<file path="config.mk">
export PLATFORM = sky130hd
export DESIGN_NAME = afe_ctrl
export DESIGN_NICKNAME = d
export VERILOG_FILES = /design/src/hdl/afe_pkg.sv /design/src/hdl/afe_conv_if.sv /design/src/hdl/afe_conv_seq.sv /design/src/hdl/afe_ctrl.sv
export SDC_FILE = /design/constraint.sdc
export NUM_CORES = 1
export LEC_CHECK = 0
export ABC_AREA = 1
export ABC_CLOCK_PERIOD_IN_PS = 1390
export BUFFER_PORTS_ARGS = -buffer_cell sky130_fd_sc_hd__buf_4
export CORE_MARGIN = 4
export CORE_UTILIZATION = 54
export DETAILED_ROUTE_END_ITERATION = 8
export PLACE_DENSITY = 0.89
export SYNTH_ARGS = -nofsm -noshare
export SYNTH_HDL_FRONTEND = slang
export SYNTH_HIERARCHICAL = 1
export SYNTH_SLANG_ARGS = --single-unit
</file>
<file path="constraint.sdc">
create_clock -name clk -period 1.39 [get_ports clk]
set_input_delay 0.278 -clock clk [delete_from_list [all_inputs] [get_ports clk]]
set_output_delay 0.278 -clock clk [all_outputs]
set_load 0.02 [all_outputs]
</file>
<file path="src/hdl/afe_pkg.sv">
// constants for the acquisition front-end control block
// assumes a byte-wide data-memory port from the on-chip processor
package afe_pkg;
  // data-memory map
  localparam logic [7:0] AFE_CFG_ADDR = 8'h10;
  localparam logic [7:0] AFE_CONV_ADDR = 8'h11;
  // front-end config field positions
  localparam int AFE_THERMISTOR_BIAS_SWITCH_BIT = 7;
  localparam int AFE_BIASCAN_BIT = 6;
  localparam int AFE_REGSRC_BIT = 5;
  localparam int AFE_RSVD_BIT = 4;
  localparam int AFE_CHAN_LSB = 0;
  localparam int AFE_CHAN_W = 4;
  localparam logic [7:0] AFE_CFG_RESET = 8'h00;
  // conversion control field positions
  localparam int AFE_START_BIT = 7;
  localparam int AFE_PEND_BIT = 6;
  localparam int AFE_RES_LSB = 1;
  localparam int AFE_RES_W = 3;
  localparam int AFE_IEN_BIT = 0;
  localparam logic [7:0] AFE_CONV_RESET = 8'h00;
  // resolution in bits is this base plus the field
  localparam logic [4:0] AFE_RES_BASE = 5'h09;
  // channel codes
  localparam logic [3:0] AFE_CH_GROUND = 4'h0;
  localparam logic [3:0] AFE_CH_DIE_TEMP = 4'h1;
  localparam logic [3:0] AFE_CH_SENSE = 4'h4;
  localparam logic [3:0] AFE_CH_TAP1_NEG = 4'h8;
  localparam logic [3:0] AFE_CH_TAP1_DIFF = 4'hC;
  // measurement ranges
  typedef enum logic [1:0] {
    AFE_RANGE_LOW = 2'h0,
    AFE_RANGE_HIGH = 2'h1,
    AFE_RANGE_MICRO = 2'h2,
    AFE_RANGE_TEMP = 2'h3
  } afe_range_t;
  // sequencer states, gray along the path
  typedef enum logic [1:0] {
    AFE_ST_IDLE = 2'h0,
    AFE_ST_SETTLE = 2'h1,
    AFE_ST_CONVERT = 2'h3,
    AFE_ST_FINISH = 2'h2
  } afe_state_t;
  // converter power-up settling
  localparam int AFE_CLK_PERIOD_NS = 100;
  localparam int AFE_SETTLE_NS = 500;
  localparam int AFE_SETTLE_CYC = (AFE_SETTLE_NS + AFE_CLK_PERIOD_NS - 1) / AFE_CLK_PERIOD_NS;
endpackage

</file>
<file path="src/hdl/afe_conv_if.sv">
// carrier between the register side and the conversion sequencer
// assumes both ends share clk
`timescale 1ns/1ps
`default_nettype none
interface afe_conv_if;
  logic start_req;
  logic conv_done;
  logic powered;
  logic running;
  logic finish;
  modport seq (input start_req, input conv_done,
               output powered, output running, output finish);
  modport ctl (output start_req, output conv_done,
               input powered, input running, input finish);
endinterface
`default_nettype wire

</file>
<file path="src/hdl/afe_conv_seq.sv">
// conversion sequencer: powers the converter, runs it, powers it down
// assumes conv_done is already synchronised to clk
`timescale 1ns/1ps
`default_nettype none
module afe_conv_seq
  import afe_pkg::*;
#(
  parameter int SETTLE_CYC = AFE_SETTLE_CYC
) (
  input wire logic clk,
  input wire logic rst,
  afe_conv_if.seq cv
);
  afe_state_t state_r;
  logic [7:0] settle_r;

  // ==========================================================
  // state machine
  // runs on its own
  // no processor signal can stall the sequence once started
  always_ff @(posedge clk or posedge rst) begin
    if (rst) begin
      state_r <= AFE_ST_IDLE;
    end else begin
      case (state_r)
        AFE_ST_IDLE: if (cv.start_req) state_r <= AFE_ST_SETTLE;
        AFE_ST_SETTLE: if (settle_r == 8'h00) state_r <= AFE_ST_CONVERT;
        AFE_ST_CONVERT: if (cv.conv_done) state_r <= AFE_ST_FINISH;
        AFE_ST_FINISH: state_r <= AFE_ST_IDLE;
        default: state_r <= AFE_ST_IDLE;
      endcase
    end
  end

  always_ff @(posedge clk or posedge rst) begin
    if (rst) begin
      settle_r <= 8'h00;
    end else if (state_r == AFE_ST_IDLE) begin
      settle_r <= 8'(SETTLE_CYC - 1);
    end else if (settle_r != 8'h00) begin
      settle_r <= settle_r - 8'h01;
    end
  end

  // ==========================================================
  // outputs
  // auto power down
  always_ff @(posedge clk or posedge rst) begin
    if (rst) begin
      cv.powered <= 1'b0;
      cv.running <= 1'b0;
      cv.finish <= 1'b0;
    end else begin
      cv.powered <= (state_r == AFE_ST_IDLE) ? cv.start_req :
                    (state_r == AFE_ST_CONVERT) ? !cv.conv_done :
                    (state_r == AFE_ST_SETTLE);
      cv.running <= (state_r == AFE_ST_SETTLE && settle_r == 8'h00) ||
                    (state_r == AFE_ST_CONVERT && !cv.conv_done);
      cv.finish <= (state_r == AFE_ST_CONVERT) && cv.conv_done;
    end
  end
endmodule
`default_nettype wire

</file>
<file path="src/hdl/afe_ctrl.sv">
// acquisition front-end control: config registers, channel routing,
// bias cancel, thermistor switch, regulator select, conversion control
// assumes a byte data-memory port on clk and an analog converter whose
// done level arrives asynchronously
//
// Summary of operation
// control and status sit in data memory; front-end config at 0x10
// eight resolutions, nine to sixteen bits
// converter powers down by itself after every conversion
// a conversion completes regardless of processor activity
// end of conversion raises an interrupt that software can mask
// bit 7 closes the thermistor switch to analog supply, else open
// bit 6 enables bias cancel on intermediate taps during conversion only
// bit 5 picks regulator source: pack positive or battery pin
// channel field resets to ground; low range codes pick six inputs
// code 0100 routes the sense differential through micro range
// code 0001 routes die temperature through temperature range
// codes 1000 to 1111 pick cell taps in the high range
// reserved bit 4 stores and reads back, no hardware effect
// software sets start bit; hardware clears it once finished
// resolution equals nine plus the three-bit field
`timescale 1ns/1ps
`default_nettype none
module afe_ctrl
  import afe_pkg::*;
#(
  parameter int SETTLE_CYC = AFE_SETTLE_CYC
) (
  input wire logic clk,
  input wire logic rst,
  input wire logic [7:0] mem_addr,
  input wire logic mem_wr,
  input wire logic mem_rd,
  input wire logic [7:0] mem_wdata,
  output logic [7:0] mem_rdata,
  input wire logic conv_done_pin,
  output logic converter_power,
  output logic conversion_run,
  output logic [4:0] resolution_bits,
  output logic [3:0] channel_select,
  output logic [1:0] measure_range,
  output logic thermistor_bias_switch,
  output logic bias_cancel_circuit,
  output logic regulator_source_select,
  output logic conversion_irq
);
  logic [7:0] cfg_r;
  logic start_r;
  logic pend_r;
  logic ien_r;
  logic [2:0] res_r;
  logic done_meta_r;
  logic done_sync_r;
  logic wr_cfg;
  logic wr_conv;
  logic [3:0] chan;
  afe_range_t range_nxt;
  logic intermediate;

  afe_conv_if cv ();

  // ==========================================================
  // register decode
  // memory mapped
  assign wr_cfg = mem_wr && (mem_addr == AFE_CFG_ADDR);
  assign wr_conv = mem_wr && (mem_addr == AFE_CONV_ADDR);
  assign chan = cfg_r[AFE_CHAN_LSB +: AFE_CHAN_W];

  // config storage
  // reserved bit kept only for read-back
  always_ff @(posedge clk or posedge rst) begin
    if (rst) begin
      cfg_r <= AFE_CFG_RESET;
    end else if (wr_cfg) begin
      cfg_r <= mem_wdata;
    end
  end

  // resolution field
  always_ff @(posedge clk or posedge rst) begin
    if (rst) begin
      res_r <= AFE_CONV_RESET[AFE_RES_LSB +: AFE_RES_W];
      ien_r <= AFE_CONV_RESET[AFE_IEN_BIT];
    end else if (wr_conv) begin
      res_r <= mem_wdata[AFE_RES_LSB +: AFE_RES_W];
      ien_r <= mem_wdata[AFE_IEN_BIT];
    end
  end

  // start set and clear
  // writing 0 cannot abort a conversion already under way
  always_ff @(posedge clk or posedge rst) begin
    if (rst) begin
      start_r <= AFE_CONV_RESET[AFE_START_BIT];
    end else if (wr_conv && mem_wdata[AFE_START_BIT]) begin
      start_r <= 1'b1;
    end else if (cv.finish) begin
      start_r <= 1'b0;
    end
  end

  // sticky end flag
  // set wins over a write of 0 in the same cycle
  always_ff @(posedge clk or posedge rst) begin
    if (rst) begin
      pend_r <= AFE_CONV_RESET[AFE_PEND_BIT];
    end else if (cv.finish) begin
      pend_r <= 1'b1;
    end else if (wr_conv && !mem_wdata[AFE_PEND_BIT]) begin
      pend_r <= 1'b0;
    end
  end

  // ==========================================================
  // read port, one cycle latency, unmapped reads zero
  always_ff @(posedge clk or posedge rst) begin
    if (rst) begin
      mem_rdata <= 8'h00;
    end else if (mem_rd) begin
      if (mem_addr == AFE_CFG_ADDR) begin
        mem_rdata <= cfg_r;
      end else if (mem_addr == AFE_CONV_ADDR) begin
        mem_rdata <= {start_r, pend_r, 2'h0, res_r, ien_r};
      end else begin
        mem_rdata <= 8'h00;
      end
    end
  end

  // ==========================================================
  // converter done synchroniser
  always_ff @(posedge clk or posedge rst) begin
    if (rst) begin
      done_meta_r <= 1'b0;
      done_sync_r <= 1'b0;
    end else begin
      done_meta_r <= conv_done_pin;
      done_sync_r <= done_meta_r;
    end
  end

  assign cv.start_req = start_r;
  assign cv.conv_done = done_sync_r;

  afe_conv_seq #(
    .SETTLE_CYC(SETTLE_CYC)
  ) u_seq (
    .clk(clk),
    .rst(rst),
    .cv(cv.seq)
  );

  // ==========================================================
  // channel and range decode
  // range per code
  always_comb begin
    if (chan[3]) begin
      range_nxt = AFE_RANGE_HIGH;
    end else if (chan == AFE_CH_SENSE) begin
      range_nxt = AFE_RANGE_MICRO;
    end else if (chan == AFE_CH_DIE_TEMP) begin
      range_nxt = AFE_RANGE_TEMP;
    end else begin
      range_nxt = AFE_RANGE_LOW;
    end
  end

  // taps above the bottom cell are the intermediate ones
  assign intermediate = chan[3] && (chan != AFE_CH_TAP1_NEG) && (chan != AFE_CH_TAP1_DIFF);

  // ==========================================================
  // registered outputs
  always_ff @(posedge clk or posedge rst) begin
    if (rst) begin
      channel_select <= AFE_CH_GROUND;
      measure_range <= AFE_RANGE_LOW;
    end else begin
      channel_select <= chan;
      measure_range <= range_nxt;
    end
  end

  // pin controls
  always_ff @(posedge clk or posedge rst) begin
    if (rst) begin
      thermistor_bias_switch <= 1'b0;
      regulator_source_select <= 1'b0;
    end else begin
      thermistor_bias_switch <= cfg_r[AFE_THERMISTOR_BIAS_SWITCH_BIT];
      regulator_source_select <= cfg_r[AFE_REGSRC_BIT];
    end
  end

  // bias cancel gating
  // only while running, so the extra supply current stops between conversions
  always_ff @(posedge clk or posedge rst) begin
    if (rst) begin
      bias_cancel_circuit <= 1'b0;
    end else begin
      bias_cancel_circuit <= cfg_r[AFE_BIASCAN_BIT] && cv.running && intermediate;
    end
  end

  // resolution out
  always_ff @(posedge clk or posedge rst) begin
    if (rst) begin
      resolution_bits <= AFE_RES_BASE;
    end else begin
      resolution_bits <= AFE_RES_BASE + {2'h0, res_r};
    end
  end

  // converter and interrupt
  always_ff @(posedge clk or posedge rst) begin
    if (rst) begin
      converter_power <= 1'b0;
      conversion_run <= 1'b0;
      conversion_irq <= 1'b0;
    end else begin
      converter_power <= cv.powered;
      conversion_run <= cv.running;
      conversion_irq <= pend_r && ien_r;
    end
  end

  // ==========================================================
  // checks
  // thermistor follows
  thermistor_bias_switch_follow_a: assert property (@(posedge clk) disable iff (rst)
    wr_cfg |-> ##2 thermistor_bias_switch == $past(mem_wdata[AFE_THERMISTOR_BIAS_SWITCH_BIT], 2))
    else $error("thermistor switch does not follow bit 7");

  // regulator follows
  regsrc_follow_a: assert property (@(posedge clk) disable iff (rst)
    wr_cfg |-> ##2 regulator_source_select == $past(mem_wdata[AFE_REGSRC_BIT], 2))
    else $error("regulator select does not follow bit 5");

  // bias cancel only while running
  bias_only_run_a: assert property (@(posedge clk) disable iff (rst)
    bias_cancel_circuit |-> $past(cv.running) && $past(cfg_r[AFE_BIASCAN_BIT]))
    else $error("bias cancel active outside an enabled conversion");

  // range decode
  range_decode_a: assert property (@(posedge clk) disable iff (rst)
    ##1 (measure_range == AFE_RANGE_HIGH) == $past(chan[3]) &&
    ((measure_range == AFE_RANGE_MICRO) == ($past(chan) == AFE_CH_SENSE)) &&
    ((measure_range == AFE_RANGE_TEMP) == ($past(chan) == AFE_CH_DIE_TEMP)))
    else $error("measurement range does not match channel code");

  // start clears after finish
  start_clear_a: assert property (@(posedge clk) disable iff (rst)
    cv.finish && !wr_conv |=> !start_r)
    else $error("start bit not cleared at end of conversion");

  // power drops at finish
  power_down_a: assert property (@(posedge clk) disable iff (rst)
    cv.finish |=> !converter_power ##1 !converter_power)
    else $error("converter still powered after conversion");

  // masked irq stays low
  irq_mask_a: assert property (@(posedge clk) disable iff (rst)
    !ien_r |=> !conversion_irq)
    else $error("interrupt raised while masked");

  // irq after finish
  irq_raise_a: assert property (@(posedge clk) disable iff (rst)
    cv.finish && ien_r && !wr_conv |-> ##2 conversion_irq)
    else $error("no interrupt after end of conversion");

  // resolution sum
  res_sum_a: assert property (@(posedge clk) disable iff (rst)
    wr_conv |-> ##2 resolution_bits == AFE_RES_BASE + {2'h0, $past(mem_wdata[3:1], 2)})
    else $error("resolution is not nine plus field");

  // reserved read-back
  rsvd_back_a: assert property (@(posedge clk) disable iff (rst)
    wr_cfg ##1 (mem_rd && mem_addr == AFE_CFG_ADDR && !wr_cfg) |=>
    mem_rdata[AFE_RSVD_BIT] == $past(mem_wdata[AFE_RSVD_BIT], 2))
    else $error("reserved bit does not read back");

  // channel copy
  chan_follow_a: assert property (@(posedge clk) disable iff (rst)
    ##1 channel_select == $past(chan))
    else $error("channel select does not follow config");

  // start set by write
  start_set_a: assert property (@(posedge clk) disable iff (rst)
    wr_conv && mem_wdata[AFE_START_BIT] |=> start_r)
    else $error("start bit not set by write");

  // end sets pending
  pend_set_a: assert property (@(posedge clk) disable iff (rst)
    cv.finish |=> pend_r)
    else $error("pending flag not set at end of conversion");

  // run only when powered
  power_run_a: assert property (@(posedge clk) disable iff (rst)
    conversion_run |-> converter_power)
    else $error("converter running without power");

  conv_done_c: cover property (@(posedge clk) disable iff (rst) cv.finish);
  masked_end_c: cover property (@(posedge clk) disable iff (rst) cv.finish && !ien_r);
  micro_range_c: cover property (@(posedge clk) disable iff (rst)
    measure_range == AFE_RANGE_MICRO);
  bias_on_c: cover property (@(posedge clk) disable iff (rst) bias_cancel_circuit);
  irq_c: cover property (@(posedge clk) disable iff (rst) conversion_irq);
endmodule
`default_nettype wire

</file>
==> impl_metrics.yaml <==
detailed_routing:
  wl_per_cell_um: 13.2
  antenna_left: 0
  finalWirelength_um: 4660
  vias: 1815
  avgViaCountPerCell: 5.14
  drt_iter0_markers: 156
  post-route-drc-count: 0
  drtPass1Iterations: 4
logic_synthesis:
  syn_nets: 274
  avgSynthCellArea_um2: 9.49
  synth.area.mux_share_pct: 0
  synthDistinctLibCells: 24
  synth_compound_area_share_pct: 4.13
  syn_area_um2: 2360
  synth-simple-area-share_pct: 29.9
  synth_seq_cells: 54
  synth_warnings: 6
  netlist_instances: 249
  synth_top_family_by_area: "simple AND/OR/NAND/NOR gates"
  ys_seq_area_share_pct: 57.3
  synthXorXnorAreaFrac_pct: 0.371
  synthAdderAreaFrac_pct: 2.12
critical_path:
  worst-path-buf-inv: 2
  cp_top_family: "simple AND/OR/NAND/NOR gates"
  startpoint: "u_seq/settle_r[0]"
  crit_path_end: "u_seq/settle_r[6]"
  r2r_cells: 7
  r2r-end: "u_seq/settle_r[6]"
  cp.depth: 7
  critical_path.cell_chain: "inv_2 > ha_1 > inv_1 > nor2_4 > nand3_4 > nor2_8 > nor2_1"
  required_ns: 1.59
  cpPeakStageDelay_ns: 0.42
  worstPathMaxFanout: 6
  slowest_stage: "dfrtp_1"
  startpoint_type: "flop"
  regToRegSetupSlack_ns: 0.09
  critPathArrivalTime_ns: 1.50
  cp-end-kind: "flop"
  crit_type: "reg2reg"
  r2r_start: "u_seq/settle_r[0]"
job:
  maxCapViolCount: 0
cells_and_area:
  final_common_cell: "nand2_1"
  area_growth_pct: 22.9
  fin_util_pct: 70.6
  stdcell_count: 353
  final.fill_count: 299
  mostFrequentLayoutCells: "nand2_1, dfrtp_1, buf_4"
  nets: 327
  diodes: 0
  drive_gt1_share_pct: 30.0
  final_area_um2: 2900
floorplanning:
  die_w_um: 74.2
  die_h_um: 74.2
  core_area_um2: 4120
  io_pins: 46
  row_count: 23
  dieArea_um2: 5500
  floorplan.initialDensity_pct: 57.4
timing:
  post-route-min-period_ns: 1.30
  max_freq_ghz: 0.770
  relSlewSlack_pct: 68.5
  setup_viol: 0
  skew_ns: 0.00736
  slew_violations: 0
  fin_crit_sh_pct: 93.4
  fin_tns_setup_ns: 0
  worstMarginPinSlew_ns: 0.472
  hold_viol_final: 0
clocking:
  cts_tree: "yes"
  clk_path_buf_depth: 2
  ctsHtreeMaxLevel: 2
  cts.sinks: 54
  clock_latency_ns: 0.31
  cts_root_buf: "clkbuf_8"
  cts_buffers: 5
  clkSlewWorstSetupHoldPaths_ns: 0.08
global_route:
  grt_pass1_vias: 1831
  antenna_found_initial: 0
  globalRouteOverflowTotal: 0
  grt_use_total_pct: 19.1
  grt_max_degree: 42
  grt_pass1_wl_um: 7850
status:
  status: "finished, final reports clean"
hold_path:
  hold_path.class: "in2reg"
placed_design:
  gp_congestion: 0.804
  place_hpwl_um: 3500
  placed_area_um2: 2770
  port_buffers: 45
  dpl.cell_count: 343
power_and_ir_drop:
  ir_drop_uv: 1240
  p_leak_nw: 1.59
  fin_total_pwr_w: 0.00417
  p_per_area_nw_per_um2: 1440
==> power breakdown <==
| part | internal (W) | leakage [nW] | switching (W) |
|---|---|---|---|
| Clock | 0.000503 | 0.0575 | 0.000472 |
| Sequential | 0.00181 | 0.662 | 0.000207 |
| Combinational | 0.000444 | 0.874 | 0.000739 |
==> sequential cells by signal (all words and copies together) (netlist names) <==
signal,flops
cv.conv_done,1
u_seq/settle_r,8
channel_select,4
conversion_run,1
measure_range,2
conversion_irq,1
thermistor_bias_switch,1
cv.start_req,1
mem_rdata,8
u_seq/cv.running,1
ien_r,1
pend_r,1
u_seq/cv.powered,1
u_seq/cv.finish,1
res_r,3
converter_power,1
cfg_r,8
done_meta_r,1
resolution_bits,5
u_seq/state_r,2
bias_cancel_circuit,1
regulator_source_select,1
==> cell usage after synthesis <==
master    count  area, um2
nand4_1       5       31.3
nor2_2        2       12.5
inv_1        30        113
nor2_4        5       56.3
nand3_1      24        120
buf_4         1       7.51
nor2_1       12       45.0
o21ai_0      12       60.1
dfstp_2       2       52.6
nor2_8        3       60.1
xnor2_1       1       8.76
o21ai_2       2       17.5
nand2_4       2       22.5
buf_6         1       11.3
nand2_2      11       68.8
clkbuf_1      1       3.75
dfrtp_1      52       1300
nand2_1      70        263
nand3_4       1       17.5
ha_1          4       50.1
nand3_2       1       10.0
a21oi_1       1       5.00
o21ai_1       3       15.0
inv_2         3       11.3
==> per-stage QoR <==
| step | setup WS [ns] | hold slack, ns |
|---|---|---|
| 3_3_place_gp | 0.0686 | 0.322 |
| 3_5_place_dp | -0.0161 | 0.330 |
| 6_report | 0.0921 | 0.0753 |
| 2_1_floorplan | 0.169 | 0.155 |
| 5_1_grt | -0.0134 | 0.0546 |
| 4_1_cts | 0.0173 | 0.0660 |
==> how the worst min path moves through the flow <==
stage                   from           endpoint  cells past startpoint
2_1_floorplan            rst    u_seq/cv.finish                      1
3_3_place_gp             rst  u_seq/settle_r[1]                      2
3_5_place_dp             rst  u_seq/settle_r[1]                      2
4_1_cts        conv_done_pin        done_meta_r                      1
5_1_grt        conv_done_pin        done_meta_r                      1
6_report       conv_done_pin        done_meta_r                      1
==> cell type report <==
| class | count | area [um2] | share of cell area (%) |
|---|---|---|---|
| clock buffer | 8 | 110 | 3.79 |
| sequential | 54 | 1350 | 46.6 |
| inverter | 33 | 124 | 4.27 |
| multi-input combinational | 159 | 871 | 30.0 |
| tap | 50 | 62.6 | 2.15 |
| timing repair buffer | 49 | 383 | 13.2 |
==> kinds of logic after synthesis <==
group,count (synthesis)
xor gates and xnor gates,1
adders and majority gates,4
DFF,54
buffers and inverters,36
and+or+nand+nor,136
AOI/OAI and AO/OA,18
==> metal layers <==
layer	GRT usage, %	routed length, um
met5	0	0
met4	9.66	109
met3	5.54	339
met2	32.8	2420
met1	21.6	1790
==> what timing repair did <==
| action | CTS | global route |
|---|---|---|
| resized for setup | 0 | 4 |
| endpoints found under the setup margin | 0 | 10 |
| buffers inserted | 0 | 1 |
| hold endpoints to repair | 13 | 0 |
| hold buffers | 1 | 0 |
No activity file was read; power rests on OpenSTA's default activity.
